### config.mk
export PLATFORM = sky130hd
export DESIGN_NAME = acs_top
export DESIGN_NICKNAME = d
export VERILOG_FILES = /design/src/hw/acs_pkg.sv /design/src/hw/acs_buf_if.sv /design/src/hw/acs_sample_buf.sv /design/src/hw/acs_top.sv
export SDC_FILE = /design/constraint.sdc
export NUM_CORES = 2
export LEC_CHECK = 0
export ABC_AREA = 0
export BUFFER_PORTS_ARGS = -buffer_cell sky130_fd_sc_hd__buf_2
export CAP_MARGIN = 10
export CORE_AREA = 4 4 436 438
export DETAILED_ROUTE_END_ITERATION = 8
export DIE_AREA = 0 0 440 442
export PLACE_DENSITY = 0.63
export SYNTH_ARGS = -nofsm -noshare
export SYNTH_HDL_FRONTEND = slang
export SYNTH_SLANG_ARGS = --single-unit
### constraint.sdc
create_clock -name REF_CLK -period 5.9 [get_ports REF_CLK]
set_clock_uncertainty 0.15 [all_clocks]
set_input_delay 1.18 -clock REF_CLK [delete_from_list [all_inputs] [get_ports REF_CLK]]
set_output_delay 1.18 -clock REF_CLK [all_outputs]
set_load 0.05 [all_outputs]
### src/hw/acs_pkg.sv
// Constants and types shared by the sample buffer and the output register block.
// Assumes one clock domain and byte-wide register access from the serial front end.
package acs_pkg;
  // Register offsets
  localparam logic [7:0] ADDR_X_LO = 8'h32;
  localparam logic [7:0] ADDR_X_HI = 8'h33;
  localparam logic [7:0] ADDR_Y_LO = 8'h34;
  localparam logic [7:0] ADDR_Y_HI = 8'h35;
  localparam logic [7:0] ADDR_Z_LO = 8'h36;
  localparam logic [7:0] ADDR_Z_HI = 8'h37;
  localparam logic [7:0] ADDR_CTRL = 8'h38;

  // Buffer control fields
  localparam int         MODE_POS    = 6;
  localparam int         TRIG_POS    = 5;
  localparam int         SAMPLES_POS = 0;
  localparam int         SAMPLES_W   = 5;
  localparam logic [7:0] CTRL_RESET  = 8'h00;

  // Output format control fields (register kept outside this block)
  localparam int         FMT_RANGE_POS    = 0;
  localparam int         FMT_JUSTIFY_POS  = 2;
  localparam int         FMT_FULL_RES_POS = 3;
  localparam logic [4:0] FMT_BASE_SHIFT   = 5'h06;

  // Sizes
  localparam int BUF_DEPTH = 32;
  localparam int AXIS_W    = 16;
  localparam int ENTRY_W   = 3 * AXIS_W;
  localparam int COUNT_W   = 6;

  typedef enum logic [1:0] {
    MODE_BYPASS  = 2'h0,
    MODE_FILL    = 2'h1,
    MODE_STREAM  = 2'h2,
    MODE_TRIGGER = 2'h3
  } acs_mode_t;

  typedef enum logic [1:0] {
    TRG_ARMED = 2'h1,
    TRG_FIRED = 2'h2
  } acs_trg_t;
endpackage

### src/hw/acs_buf_if.sv
// Carrier between the register block and the sample buffer.
// Assumes both ends sit on the same clock.
interface acs_buf_if #(
  parameter int W  = 48,
  parameter int CW = 6
);
  logic          push;
  logic [W-1:0]  push_data;
  logic          pop;
  logic          flush;
  logic [W-1:0]  pop_data;
  logic [CW-1:0] count;
  logic          full;
  logic          empty;

  modport ctrl  (output push, push_data, pop, flush, input pop_data, count, full, empty);
  modport store (input push, push_data, pop, flush, output pop_data, count, full, empty);
endinterface

### src/hw/acs_sample_buf.sv
// Flip-flop sample store, oldest entry at the read pointer.
// Assumes the controller never pushes into a full store without popping in the same cycle.
module acs_sample_buf #(
  parameter int W     = 48,
  parameter int DEPTH = 32,
  parameter int CW    = 6
) (
  // Clock and reset
  input wire logic clk,
  input wire logic rst_b,
  // Controller side
  acs_buf_if.store bus
);
  localparam int AW = $clog2(DEPTH);

  logic [W-1:0]  mem_q [DEPTH];
  logic [AW-1:0] rd_q;
  logic [AW-1:0] wr_q;
  logic [CW-1:0] cnt_q;

  function automatic logic [AW-1:0] next_ptr(input logic [AW-1:0] p);
    return (p == AW'(DEPTH - 1)) ? '0 : p + 1'b1;
  endfunction

  wire logic do_pop  = bus.pop && (cnt_q != '0);
  // A pop in the same cycle frees the slot, so a full store can still take a push
  wire logic do_push = bus.push && ((cnt_q != CW'(DEPTH)) || do_pop);

  assign bus.pop_data = mem_q[rd_q];
  assign bus.count    = cnt_q;
  assign bus.full     = (cnt_q == CW'(DEPTH));
  assign bus.empty    = (cnt_q == '0);

  always_ff @(posedge clk or negedge rst_b) begin
    if (!rst_b) begin
      rd_q  <= '0;
      wr_q  <= '0;
      cnt_q <= '0;
    end else if (bus.flush) begin
      rd_q  <= '0;
      wr_q  <= '0;
      cnt_q <= '0;
    end else begin
      if (do_pop) rd_q <= next_ptr(rd_q);
      if (do_push) wr_q <= next_ptr(wr_q);
      cnt_q <= cnt_q + CW'(do_push) - CW'(do_pop);
    end
  end

  // Storage has no reset; contents are only read behind the count
  always_ff @(posedge clk) begin
    if (do_push) mem_q[wr_q] <= bus.push_data;
  end

  a_count_limit: assert property (@(posedge clk) disable iff (!rst_b)
    cnt_q <= CW'(DEPTH)) else $error("Sample store count above depth");

  a_push_counts: assert property (@(posedge clk) disable iff (!rst_b)
    (do_push && !do_pop && !bus.flush) |=> cnt_q == $past(cnt_q) + 1'b1)
    else $error("Push did not raise the count by one");
endmodule

### src/hw/acs_top.sv
// Axis output registers and sample buffer control of the acceleration sensor.
// Assumes a byte register port from the serial front end and on-chip interrupt lines on REF_CLK.
module acs_top (
  // Clock and reset
  input  wire logic        REF_CLK,
  input  wire logic        RST_B,
  // Register port
  input  wire logic [7:0]  REG_ADDR,
  input  wire logic        REG_WR,
  input  wire logic [7:0]  REG_WDATA,
  input  wire logic        REG_RD,
  output logic      [7:0]  REG_RDATA,
  // Output format control
  input  wire logic [7:0]  FMT_CTRL,
  // Conversion results, right-justified and sign-extended
  input  wire logic        SMP_VALID,
  input  wire logic [15:0] SMP_X,
  input  wire logic [15:0] SMP_Y,
  input  wire logic [15:0] SMP_Z,
  // Trigger sources
  input  wire logic        IRQ_LINE_ONE,
  input  wire logic        IRQ_LINE_TWO,
  // Status
  output logic             DATA_READY,
  output logic             WATERMARK,
  output logic             OVERRUN,
  output logic             TRIGGERED,
  output logic      [5:0]  ENTRY_COUNT
);
  localparam int W  = acs_pkg::ENTRY_W;
  localparam int CW = acs_pkg::COUNT_W;

  acs_buf_if #(.W(W), .CW(CW)) buf_if ();

  acs_sample_buf #(.W(W), .DEPTH(acs_pkg::BUF_DEPTH), .CW(CW)) u_buf (
    .clk   (REF_CLK),
    .rst_b (RST_B),
    .bus   (buf_if.store)
  );

  logic [7:0]        ctrl_q;
  logic [W-1:0]      out_q;
  logic              out_valid_q;
  logic              wm_q;
  logic              ovr_q;
  logic              trig_sel_q;
  logic [7:0]        rdata_q;
  acs_pkg::acs_trg_t trg_q;
  acs_pkg::acs_trg_t trg_d;

  // Left-justify moves the sign bit to bit 15; the shift depends on the active resolution
  function automatic logic [15:0] fmt_axis(input logic [15:0] raw, input logic [7:0] fmt);
    logic [4:0] sh;
    sh = acs_pkg::FMT_BASE_SHIFT;
    if (fmt[acs_pkg::FMT_FULL_RES_POS]) sh = sh - {3'h0, fmt[acs_pkg::FMT_RANGE_POS +: 2]};
    return fmt[acs_pkg::FMT_JUSTIFY_POS] ? (raw << sh) : raw;
  endfunction

  // Control field decode
  wire acs_pkg::acs_mode_t mode = acs_pkg::acs_mode_t'(ctrl_q[acs_pkg::MODE_POS +: 2]);
  wire logic [4:0] samples      = ctrl_q[acs_pkg::SAMPLES_POS +: acs_pkg::SAMPLES_W];
  wire logic       trig_sel     = ctrl_q[acs_pkg::TRIG_POS];
  wire logic       buffered     = (mode != acs_pkg::MODE_BYPASS);
  wire logic       ctrl_wr      = REG_WR && (REG_ADDR == acs_pkg::ADDR_CTRL);
  wire logic       zero_wr      = ctrl_wr && (REG_WDATA[acs_pkg::SAMPLES_POS +: acs_pkg::SAMPLES_W] == 5'h00);
  wire logic       data_rd      = REG_RD && (REG_ADDR >= acs_pkg::ADDR_X_LO) && (REG_ADDR <= acs_pkg::ADDR_Z_HI);
  // The last byte of the burst retires the sample, so in the buffered modes the earlier bytes stay coherent
  wire logic       consume      = REG_RD && (REG_ADDR == acs_pkg::ADDR_Z_HI) && out_valid_q;

  // Incoming sample in output layout
  wire logic [W-1:0] smp_fmt = {fmt_axis(SMP_Z, FMT_CTRL), fmt_axis(SMP_Y, FMT_CTRL),
                                fmt_axis(SMP_X, FMT_CTRL)};

  // Trigger edge on the selected line
  wire logic trig_line = trig_sel ? IRQ_LINE_TWO : IRQ_LINE_ONE;
  wire logic trig_edge = trig_line && !trig_sel_q;

  // Buffer steering
  wire logic armed    = (mode == acs_pkg::MODE_TRIGGER) && (trg_q == acs_pkg::TRG_ARMED);
  wire logic keep_new = (mode == acs_pkg::MODE_STREAM) || armed;
  wire logic stop_new = (mode == acs_pkg::MODE_FILL) || ((mode == acs_pkg::MODE_TRIGGER) && !armed);
  wire logic pre_full = armed && (buf_if.count >= {1'b0, samples});
  wire logic load     = buffered && !buf_if.empty && (!out_valid_q || consume);
  wire logic overwrite = SMP_VALID && keep_new && !load && (buf_if.full || pre_full);
  wire logic dropped  = SMP_VALID && stop_new && buf_if.full && !load;
  wire logic byp_ovr  = SMP_VALID && !buffered && out_valid_q && !consume;
  wire logic wm_cond  = buffered && (samples != 5'h00) && (buf_if.count >= {1'b0, samples});

  assign buf_if.push      = SMP_VALID && buffered && !(stop_new && buf_if.full && !load);
  assign buf_if.push_data = smp_fmt;
  assign buf_if.pop       = load || overwrite;
  assign buf_if.flush     = ctrl_wr && (REG_WDATA[acs_pkg::MODE_POS +: 2] == 2'h0);

  // Register read selection
  wire logic [7:0] rd_mux =
    (REG_ADDR == acs_pkg::ADDR_X_LO) ? out_q[7:0]   :
    (REG_ADDR == acs_pkg::ADDR_X_HI) ? out_q[15:8]  :
    (REG_ADDR == acs_pkg::ADDR_Y_LO) ? out_q[23:16] :
    (REG_ADDR == acs_pkg::ADDR_Y_HI) ? out_q[31:24] :
    (REG_ADDR == acs_pkg::ADDR_Z_LO) ? out_q[39:32] :
    (REG_ADDR == acs_pkg::ADDR_Z_HI) ? out_q[47:40] :
    (REG_ADDR == acs_pkg::ADDR_CTRL) ? ctrl_q       : 8'h00;

  always_comb begin
    trg_d = trg_q;
    unique case (trg_q)
      acs_pkg::TRG_ARMED: if ((mode == acs_pkg::MODE_TRIGGER) && trig_edge) trg_d = acs_pkg::TRG_FIRED;
      acs_pkg::TRG_FIRED: if (ctrl_wr) trg_d = acs_pkg::TRG_ARMED;
      default:            trg_d = acs_pkg::TRG_ARMED;
    endcase
  end

  always_ff @(posedge REF_CLK or negedge RST_B) begin
    if (!RST_B) begin
      ctrl_q     <= acs_pkg::CTRL_RESET;
      trg_q      <= acs_pkg::TRG_ARMED;
      trig_sel_q <= 1'b0;
      rdata_q    <= 8'h00;
    end else begin
      if (ctrl_wr) ctrl_q <= REG_WDATA;
      trg_q      <= trg_d;
      trig_sel_q <= trig_line;
      if (REG_RD) rdata_q <= rd_mux;
    end
  end

  // Output sample registers
  always_ff @(posedge REF_CLK or negedge RST_B) begin
    if (!RST_B) begin
      out_q       <= '0;
      out_valid_q <= 1'b0;
    end else if (!buffered && SMP_VALID) begin
      out_q       <= smp_fmt;
      out_valid_q <= 1'b1;
    end else if (load) begin
      out_q       <= buf_if.pop_data;
      out_valid_q <= 1'b1;
    end else if (consume) begin
      out_valid_q <= 1'b0;
    end
  end

  // Status flags: a set in the same cycle as a read wins
  always_ff @(posedge REF_CLK or negedge RST_B) begin
    if (!RST_B) begin
      wm_q  <= 1'b0;
      ovr_q <= 1'b0;
    end else begin
      if (wm_cond || zero_wr) wm_q <= 1'b1;
      else if (data_rd) wm_q <= 1'b0;
      if (overwrite || dropped || byp_ovr) ovr_q <= 1'b1;
      else if (data_rd) ovr_q <= 1'b0;
    end
  end

  assign REG_RDATA   = rdata_q;
  assign DATA_READY  = out_valid_q;
  assign WATERMARK   = wm_q;
  assign OVERRUN     = ovr_q;
  assign TRIGGERED   = (trg_q == acs_pkg::TRG_FIRED);
  assign ENTRY_COUNT = buf_if.count;

  a_bypass_load: assert property (@(posedge REF_CLK) disable iff (!RST_B)
    (SMP_VALID && !buffered) |=> (out_q == $past(smp_fmt)) && DATA_READY)
    else $error("Bypass sample not presented");

  a_fill_stops: assert property (@(posedge REF_CLK) disable iff (!RST_B)
    (mode == acs_pkg::MODE_FILL && buf_if.full && SMP_VALID && !load && !ctrl_wr)
      |=> buf_if.full && OVERRUN)
    else $error("Full buffer in fill mode took a sample");

  a_stream_over: assert property (@(posedge REF_CLK) disable iff (!RST_B)
    (mode == acs_pkg::MODE_STREAM && buf_if.full && SMP_VALID && !load && !ctrl_wr)
      |=> (ENTRY_COUNT == 6'h20) && OVERRUN)
    else $error("Stream mode did not keep the latest 32 samples");

  a_trig_fires: assert property (@(posedge REF_CLK) disable iff (!RST_B)
    (armed && trig_edge && !ctrl_wr) |=> TRIGGERED ##1 TRIGGERED)
    else $error("Trigger edge on the selected line not taken");

  a_zero_wmark: assert property (@(posedge REF_CLK) disable iff (!RST_B)
    zero_wr |=> WATERMARK)
    else $error("Zero sample count did not set watermark");

  a_level_wmark: assert property (@(posedge REF_CLK) disable iff (!RST_B)
    (mode == acs_pkg::MODE_FILL || mode == acs_pkg::MODE_STREAM) && wm_cond |=> WATERMARK)
    else $error("Watermark missing at programmed fill level");

  a_low_first: assert property (@(posedge REF_CLK) disable iff (!RST_B)
    (REG_RD && REG_ADDR == acs_pkg::ADDR_X_LO) |=> REG_RDATA == $past(out_q[7:0]))
    else $error("X low byte not at the lower address");

  a_ctrl_read: assert property (@(posedge REF_CLK) disable iff (!RST_B)
    (REG_RD && REG_ADDR == acs_pkg::ADDR_CTRL) |=> REG_RDATA == $past(ctrl_q))
    else $error("Buffer control readback wrong");

  a_ready_clear: assert property (@(posedge REF_CLK) disable iff (!RST_B)
    (consume && buf_if.empty && !SMP_VALID) |=> !DATA_READY)
    else $error("Data ready not cleared by the final data read");
endmodule

# After elaboration in Yosys (flattened, before gate mapping)
# Memories as Yosys holds them, arrays and structs flattened.
# Cells that the tools add are included.
[totals]
regBits = 86
mem_bits_rw = 1536
input_bits = 79
wordCells = 134
memories = 1
[classes]
n_addsub = 5
n_lt_le_gt_ge = 3
eq_ne = 18
shifts = 3
muxes = 32
n_reduce_logical = 61
[mem_list]
columns = ["name", "depth", "word_bits", "rd", "rd_clocked_by_memory_dff", "write_ports", "line", "text"]
rows = [
  ["u_buf.mem_q", 32, 48, 1, 0, 1, "acs_sample_buf.sv:16", "logic [W-1:0] mem_q [DEPTH];"],
]
[ops]
columns = ["cell", "count"]
rows = [
  ["two-way mux 48 bit", 2],
  ["equality test 8 x 6 -> 1 bit, second input constant", 7],
  ["two-way mux 8 bit", 7],
  ["two-way mux 16 bit", 3],
  ["<< shifter 16 x 5 -> 16 bit", 3],
  ["two-way mux 5 bit", 7],
  ["logical AND 1 bit", 31],
  ["nonzero test 2 bit", 6],
  ["adder 5 x 1 -> 5 bit, second input constant", 2],
  ["equality test 5 bit, second input constant", 2],
  ["logical OR 1 bit", 9],
  ["two-way mux 1 bit", 9],
  [">= comparator 8 x 6 -> 1 bit, second input constant", 1],
  ["less-or-equal comparator 8 x 6 -> 1 bit, second input constant", 1],
  ["logical NOT 1 bit", 8],
  ["adder 6 x 1 -> 6 bit", 1],
  ["equality test 2 bit, second input constant", 3],
  ["equality test 6 bit, second input constant", 1],
  [">= comparator 6 x 5 -> 1 bit", 1],
  ["logical NOT 6 bit", 1],
  ["two-way mux 6 bit", 1],
  ["!= test 6 bit, second input constant", 1],
  ["nonzero test 6 bit", 1],
  ["subtractor 6 x 1 -> 6 bit", 1],
  ["other kinds (10)", 13],
]

# Longest topological paths before layout
[depth]
word_depth = 15
depth_mapped = 17

# Cells and area by module
# From an unflattened synthesis, not the netlist that was laid out.
[hier_totals]
hier_cells = 3656
hier_area_um2 = 65831.9
[by_module_without_submodules]
columns = ["module", "instances", "cells_each", "area_each_um2"]
rows = [
  ["acs_sample_buf", 1, 2982, 59859.9],
  ["acs_top", 1, 674, 5972.0],
]

# Least setup slack after synthesis
# Ideal clock, no wire load.
[synth_timing]
path_kind = "input-to-reg"
startpoint = "input port REG_ADDR[3]"
endpoint = "memory u_buf.mem_q[10][0] (enable)"
setup_ns = 0.523
t_arrival_ns = 6.149
required_ns = 5.227
path_slack_ns = -0.922
cell_stages = 9
path_cell_list = "buf_2 -> and3b_1 -> buf_2 -> a41oi_1 -> o21bai_1 -> a32oi_1 -> buf_2 -> buf_4 -> nor3b_1"
[synth_via]
elab_chain_cells = 14
elab_cells_between_ends = 17
classes_between = "eq/ne: 1; mux: 2; reduce/logical: 14"
[synth_lines]
columns = ["item", "line", "text"]
rows = [
  ["from (decl)", "acs_top.sv:8", "input wire logic [7:0] REG_ADDR,"],
  ["equality test 8 x 6 -> 1 bit *", "acs_top.sv:68", "wire logic consume = REG_RD && (REG_ADDR == acs_pkg::ADDR_Z_HI) && out_valid_q;"],
  ["logical AND 1 bit * (2 in series)", "acs_top.sv:68", ""],
  ["logical OR 1 bit *", "acs_top.sv:83", "wire logic load = buffered && !buf_if.empty && (!out_valid_q || consume);"],
  ["logical AND 1 bit *", "acs_top.sv:83", ""],
  ["logical NOT 1 bit", "acs_top.sv:84, acs_top.sv:89", ""],
  ["logical AND 1 bit (2 in series)", "acs_top.sv:84", "wire logic overwrite = SMP_VALID && keep_new && !load && (buf_if.full || pre_full);"],
  ["logical OR 1 bit", "acs_top.sv:91", "assign buf_if.pop = load || overwrite;"],
  ["logical AND 1 bit", "acs_sample_buf.sv:25", "wire logic do_pop = bus.pop && (cnt_q != '0);"],
  ["logical OR 1 bit", "acs_sample_buf.sv:27", "wire logic do_push = bus.push && ((cnt_q != CW'(DEPTH)) || do_pop);"],
  ["logical AND 1 bit *", "acs_sample_buf.sv:27", ""],
  ["two-way mux 1 bit *", "acs_sample_buf.sv:52", "if (do_push) mem_q[wr_q] <= bus.push_data;"],
  ["two-way mux 1 bit (not written as such) *", "acs_sample_buf.sv:52", ""],
  ["to (decl)", "acs_sample_buf.sv:16", ""],
]
# Every way passes the cells marked *; elsewhere a longest branch is shown, timed or not.

# Final worst setup path
[layout_timing]
startpoint = "input port REG_ADDR[3]"
endpoint = "register u_buf.cnt_q[4] (netlist: u_buf.bus.count[4])"
[layout_via]
elab_chain_cells = 15
elab_cells_between_ends = 21
classes_between = "add/sub: 2; eq/ne: 2; mux: 1; reduce/logical: 16"
[layout_lines]
columns = ["item", "line", "text"]
rows = [
  ["equality test 8 x 6 -> 1 bit", "acs_top.sv:68", ""],
  ["logical AND 1 bit (2 in series)", "acs_top.sv:68", ""],
  ["logical OR 1 bit", "acs_top.sv:83", ""],
  ["logical AND 1 bit", "acs_top.sv:83", ""],
  ["logical NOT 1 bit", "acs_top.sv:84, acs_top.sv:89", ""],
  ["logical AND 1 bit (2 in series)", "acs_top.sv:84", ""],
  ["logical OR 1 bit", "acs_top.sv:91", ""],
  ["logical AND 1 bit", "acs_sample_buf.sv:25", ""],
  ["logical OR 1 bit", "acs_sample_buf.sv:27", ""],
  ["logical AND 1 bit", "acs_sample_buf.sv:27", ""],
  ["adder 6 x 1 -> 6 bit", "acs_sample_buf.sv:46", "cnt_q <= cnt_q + CW'(do_push) - CW'(do_pop);"],
  ["subtractor 6 x 1 -> 6 bit", "acs_sample_buf.sv:46", ""],
  ["two-way mux 6 bit *", "acs_sample_buf.sv:39", "end else if (bus.flush) begin"],
  ["to (signal assigned)", "acs_sample_buf.sv:46", ""],
  ["to (decl)", "acs_sample_buf.sv:19", "logic [CW-1:0] cnt_q;"],
]
# Marks and branches as above.
# A chain may end at the register's enable or synchronous reset.

==> impl_metrics.ini <==
[routing]
detailedRoute.firstIterationViolations = 4228
detailroute.via_count = 34038
detail_route.wirelength_mm = 184
number_of_optimization_iterations_in_the_first_detailed_route_pass = 5
drcViolationCount = 0
ant_nets = 0
average_wire_per_standard_cell_um = 30.7
routed_via_density = 5.67

[global_route]
gr-total-overflow = 0
globalRouteTotalUtil_pct = 18.7
grt_pass1_vias = 34084
antenna_found_initial = 47
grt_start_max_net_pins = 68
grt_first_pass_wirelength_mm = 260

[die]
floorplan_die_area_um2 = 194000
fp.dieW_um = 440
core_area_um2 = 187000
floorplan.io_pins = 97
die_height_um = 442
initial_cell_density_of_the_core_pct = 34.7
num_rows = 159

[cts]
count_of_hold_buffers_inserted_by_post_cts_repair = 0
clockBufferDepth = 3
clk-insertion-delay-late_ns = 0.80
cts.clk_slew.worst_paths_ns = 0.07
post_cts_resize_count = 0
clock_tree.root_cell = clkbuf_16
tritoncts = done
cts_buffers = 158
clock_tree_sinks = 1622
cts.htree.levels = 4
post-cts-setup-buffer-count = 0

[yosys]
leading_post_synthesis_cells_by_cell_area = edfxtp_1 (71%), mux4_2 (14%), dfrtp_1 (3.3%)
synth.largest_area_cell = edfxtp_1
synth_largest_type_area_fraction_pct = 71.2
post_synth_num_cell_types = 73
syn_area_per_cell_um2 = 20.5
ys_async_sr_fraction_pct = 5.30
synth_cell_count_leaders = edfxtp_1 (1536), mux4_2 (404), nand2_1 (97)
synth.most_common_cell = edfxtp_1
synth-seq-area-share_pct = 74.5
postSynthNetCount = 3260
instance_count_of_the_mapped_netlist = 3158
synth-edff-count = 1536
mappedNetlistArea_um2 = 64800
synth.yosys.warnings = 0
synthFlopType = edfxtp_1
synth-seq-cells = 1622

[power_and_ir_drop]
cell_leakage_power_nw = 23.4
clock_power_share_pct = 40.8
power.density_cell_area_nw_per_um2 = 332
power_report.internal_total_mw = 19.2
sequentialPowerShare_pct = 52.7
vdd_ir_drop_max_mv = 0.199
sw_frac_of_total_pct = 22.2
share_comb_of_total_power_pct = 6.5
post-layout-total-power_mw = 24.7
power_switching_mw = 5.50

[timing]
hold_viol_final = 0
final.setup.tns_ns = 0
fmaxAchievable_mhz = 233
finalSetupViolCount = 0
finalWorstPathRequiredPeriod_ns = 4.30
grt_setup_unrepaired = false
fin_crit_sh_pct = 72.9
post-route-worst-setup-slack_ns = 1.60
worst_slew_margin_rel_pct = 14.1
maxSlewViolCount = 0
max_slew.worst_pin.slew_ns = 1.28

[run]
max_cap_violations = 0

[outcome]
outcome = finished clean

[place]
dpl-instance-area_um2 = 69200
dp.final_hpwl_mm = 106
post-place-ws_ns = 0.873
gp_congestion = 0.940
port_buffers = 92

[critical_path]
timing.critical_path.to_type = flip-flop
critical_path.max_fanout = 18
setup.worst_path.start_class = input port
cp.required_ns = 6.37
critPathArrivalTime_ns = 4.76
setup.worst_path.class = in2reg

[worst_hold_path]
worst_min_delay_path_category = reg2reg

[cells_and_area]
fin_nets = 3467
postLayoutCoreUtil_pct = 39.9
final_cell_area_um2 = 74500
post_route_cells_drive_above_1_share_pct = 27.6
growth_of_design_area_from_synthesis_to_finish_pct = 15.0
## routing by layer
layer / GRT usage [%] / vias to the layer above / share of wire (%)
met4: 8.90 / 0 / 4.5
li1: - / 13806 / -
met2: 31.1 / 1586 / 50
met5: 0 / - / 0
met3: 2.74 / 373 / 7.2
met1: 24.2 / 18273 / 38
## kinds of logic (layout without fill, tap and decap cells)
| group | count (synthesis) | in the layout | synth area share [%] |
|---|---|---|---|
| other | 0 | 21 | 0 |
| xor gates and xnor gates | 4 | 4 | 0.0541 |
| buffers and inverters | 236 | 565 | 1.73 |
| AOI/OAI and AO/OA | 459 | 459 | 5.26 |
| adders and majority gates | 23 | 23 | 0.456 |
| and+or+nand+nor | 328 | 328 | 2.62 |
| muxes | 486 | 486 | 15.3 |
| DFF | 1622 | 1622 | 74.5 |
## state kept, by name (all words and copies together) (netlist names), 2 cells and up
signal           flops
u_buf.bus.count      6
u_buf.wr_q           5
u_buf.mem_q       1536
trg_q                2
REG_RDATA            8
ctrl_q               8
u_buf.rd_q           5
out_q               48
## placed cells by master, fill, tap and decap left out, drive strengths merged, types with 42 or more instances in the layout
master,synthesis,routed
edfxtp,1536,1536
mux4,404,404
buf,104,242
clkbuf,91,219
nand2,97,97
dfrtp,85,85
a22oi,78,78
a21oi,68,68
nor2,66,66
mux2i,65,65
a221oi,51,51
a22o,48,48
inv,41,48
o22ai,43,43
clkinv,0,42
## path summary, 6_finish.rpt
path,startpoint,end,slack [ns],cells after the start
min in group asynchronous,RST_B,u_buf.rd_q[4]$_DFFE_PN0P_,0.36,1
worst min-delay path,trig_sel_q$_DFF_PN0_,trg_q[1]$_DFFE_PN0P_,0.31,1
worst max register to register,u_buf.bus.count[4]$_DFF_PN0_,u_buf.bus.count[4]$_DFF_PN0_,1.62,15
worst min register to register,trig_sel_q$_DFF_PN0_,trg_q[1]$_DFFE_PN0P_,0.31,1
max in group asynchronous,RST_B,REG_RDATA[0]$_DFFE_PN0P_,4.05,2
worst max-delay path,REG_ADDR[3],u_buf.bus.count[4]$_DFF_PN0_,1.60,15
## power groups by stage
stage,sequential (mW),combinational [mW],clock [mW]
CTS,13.0,1.60,10.2
global route,13.0,1.74,10.7
global placement,13.3,1.57,0
detailed placement,13.3,1.59,0
floorplan,13.3,0.943,0
finish,13.0,1.61,10.1
## through the flow
stage / std cells / hold slack [ns]
5_1_grt: 5997 / 0.350
3_5_place_dp: 5691 / 0.295
3_3_place_gp: 5691 / 0.285
4_1_cts: 5973 / 0.306
2_1_floorplan: 3158 / 0.278
6_report: 6003 / 0.309
## layout make-up
class,count,area [um^2]
antenna,21,52.6
clock buffer,219,4380
clock inverter,63,756
fill,16575,112000
inverter,41,154
multi-input combinational,1300,15700
sequential,1622,48300
tap,2495,3120
timing repair buffer,242,2050
## worst max-delay path: stages
cell and delay (ns):
buf_2 0.27, and3b_1 0.33, a41oi_1 0.64, nor3_2 0.20
a21oi_1 0.47, inv_1 0.15, ha_1 0.31, inv_1 0.04
ha_1 0.20, fa_1 0.43, a21oi_1 0.15, nor2_1 0.05
nor2_1 0.11, xor2_1 0.15, nor2_1 0.06
Note: power is estimated with default switching activity, not from simulation.
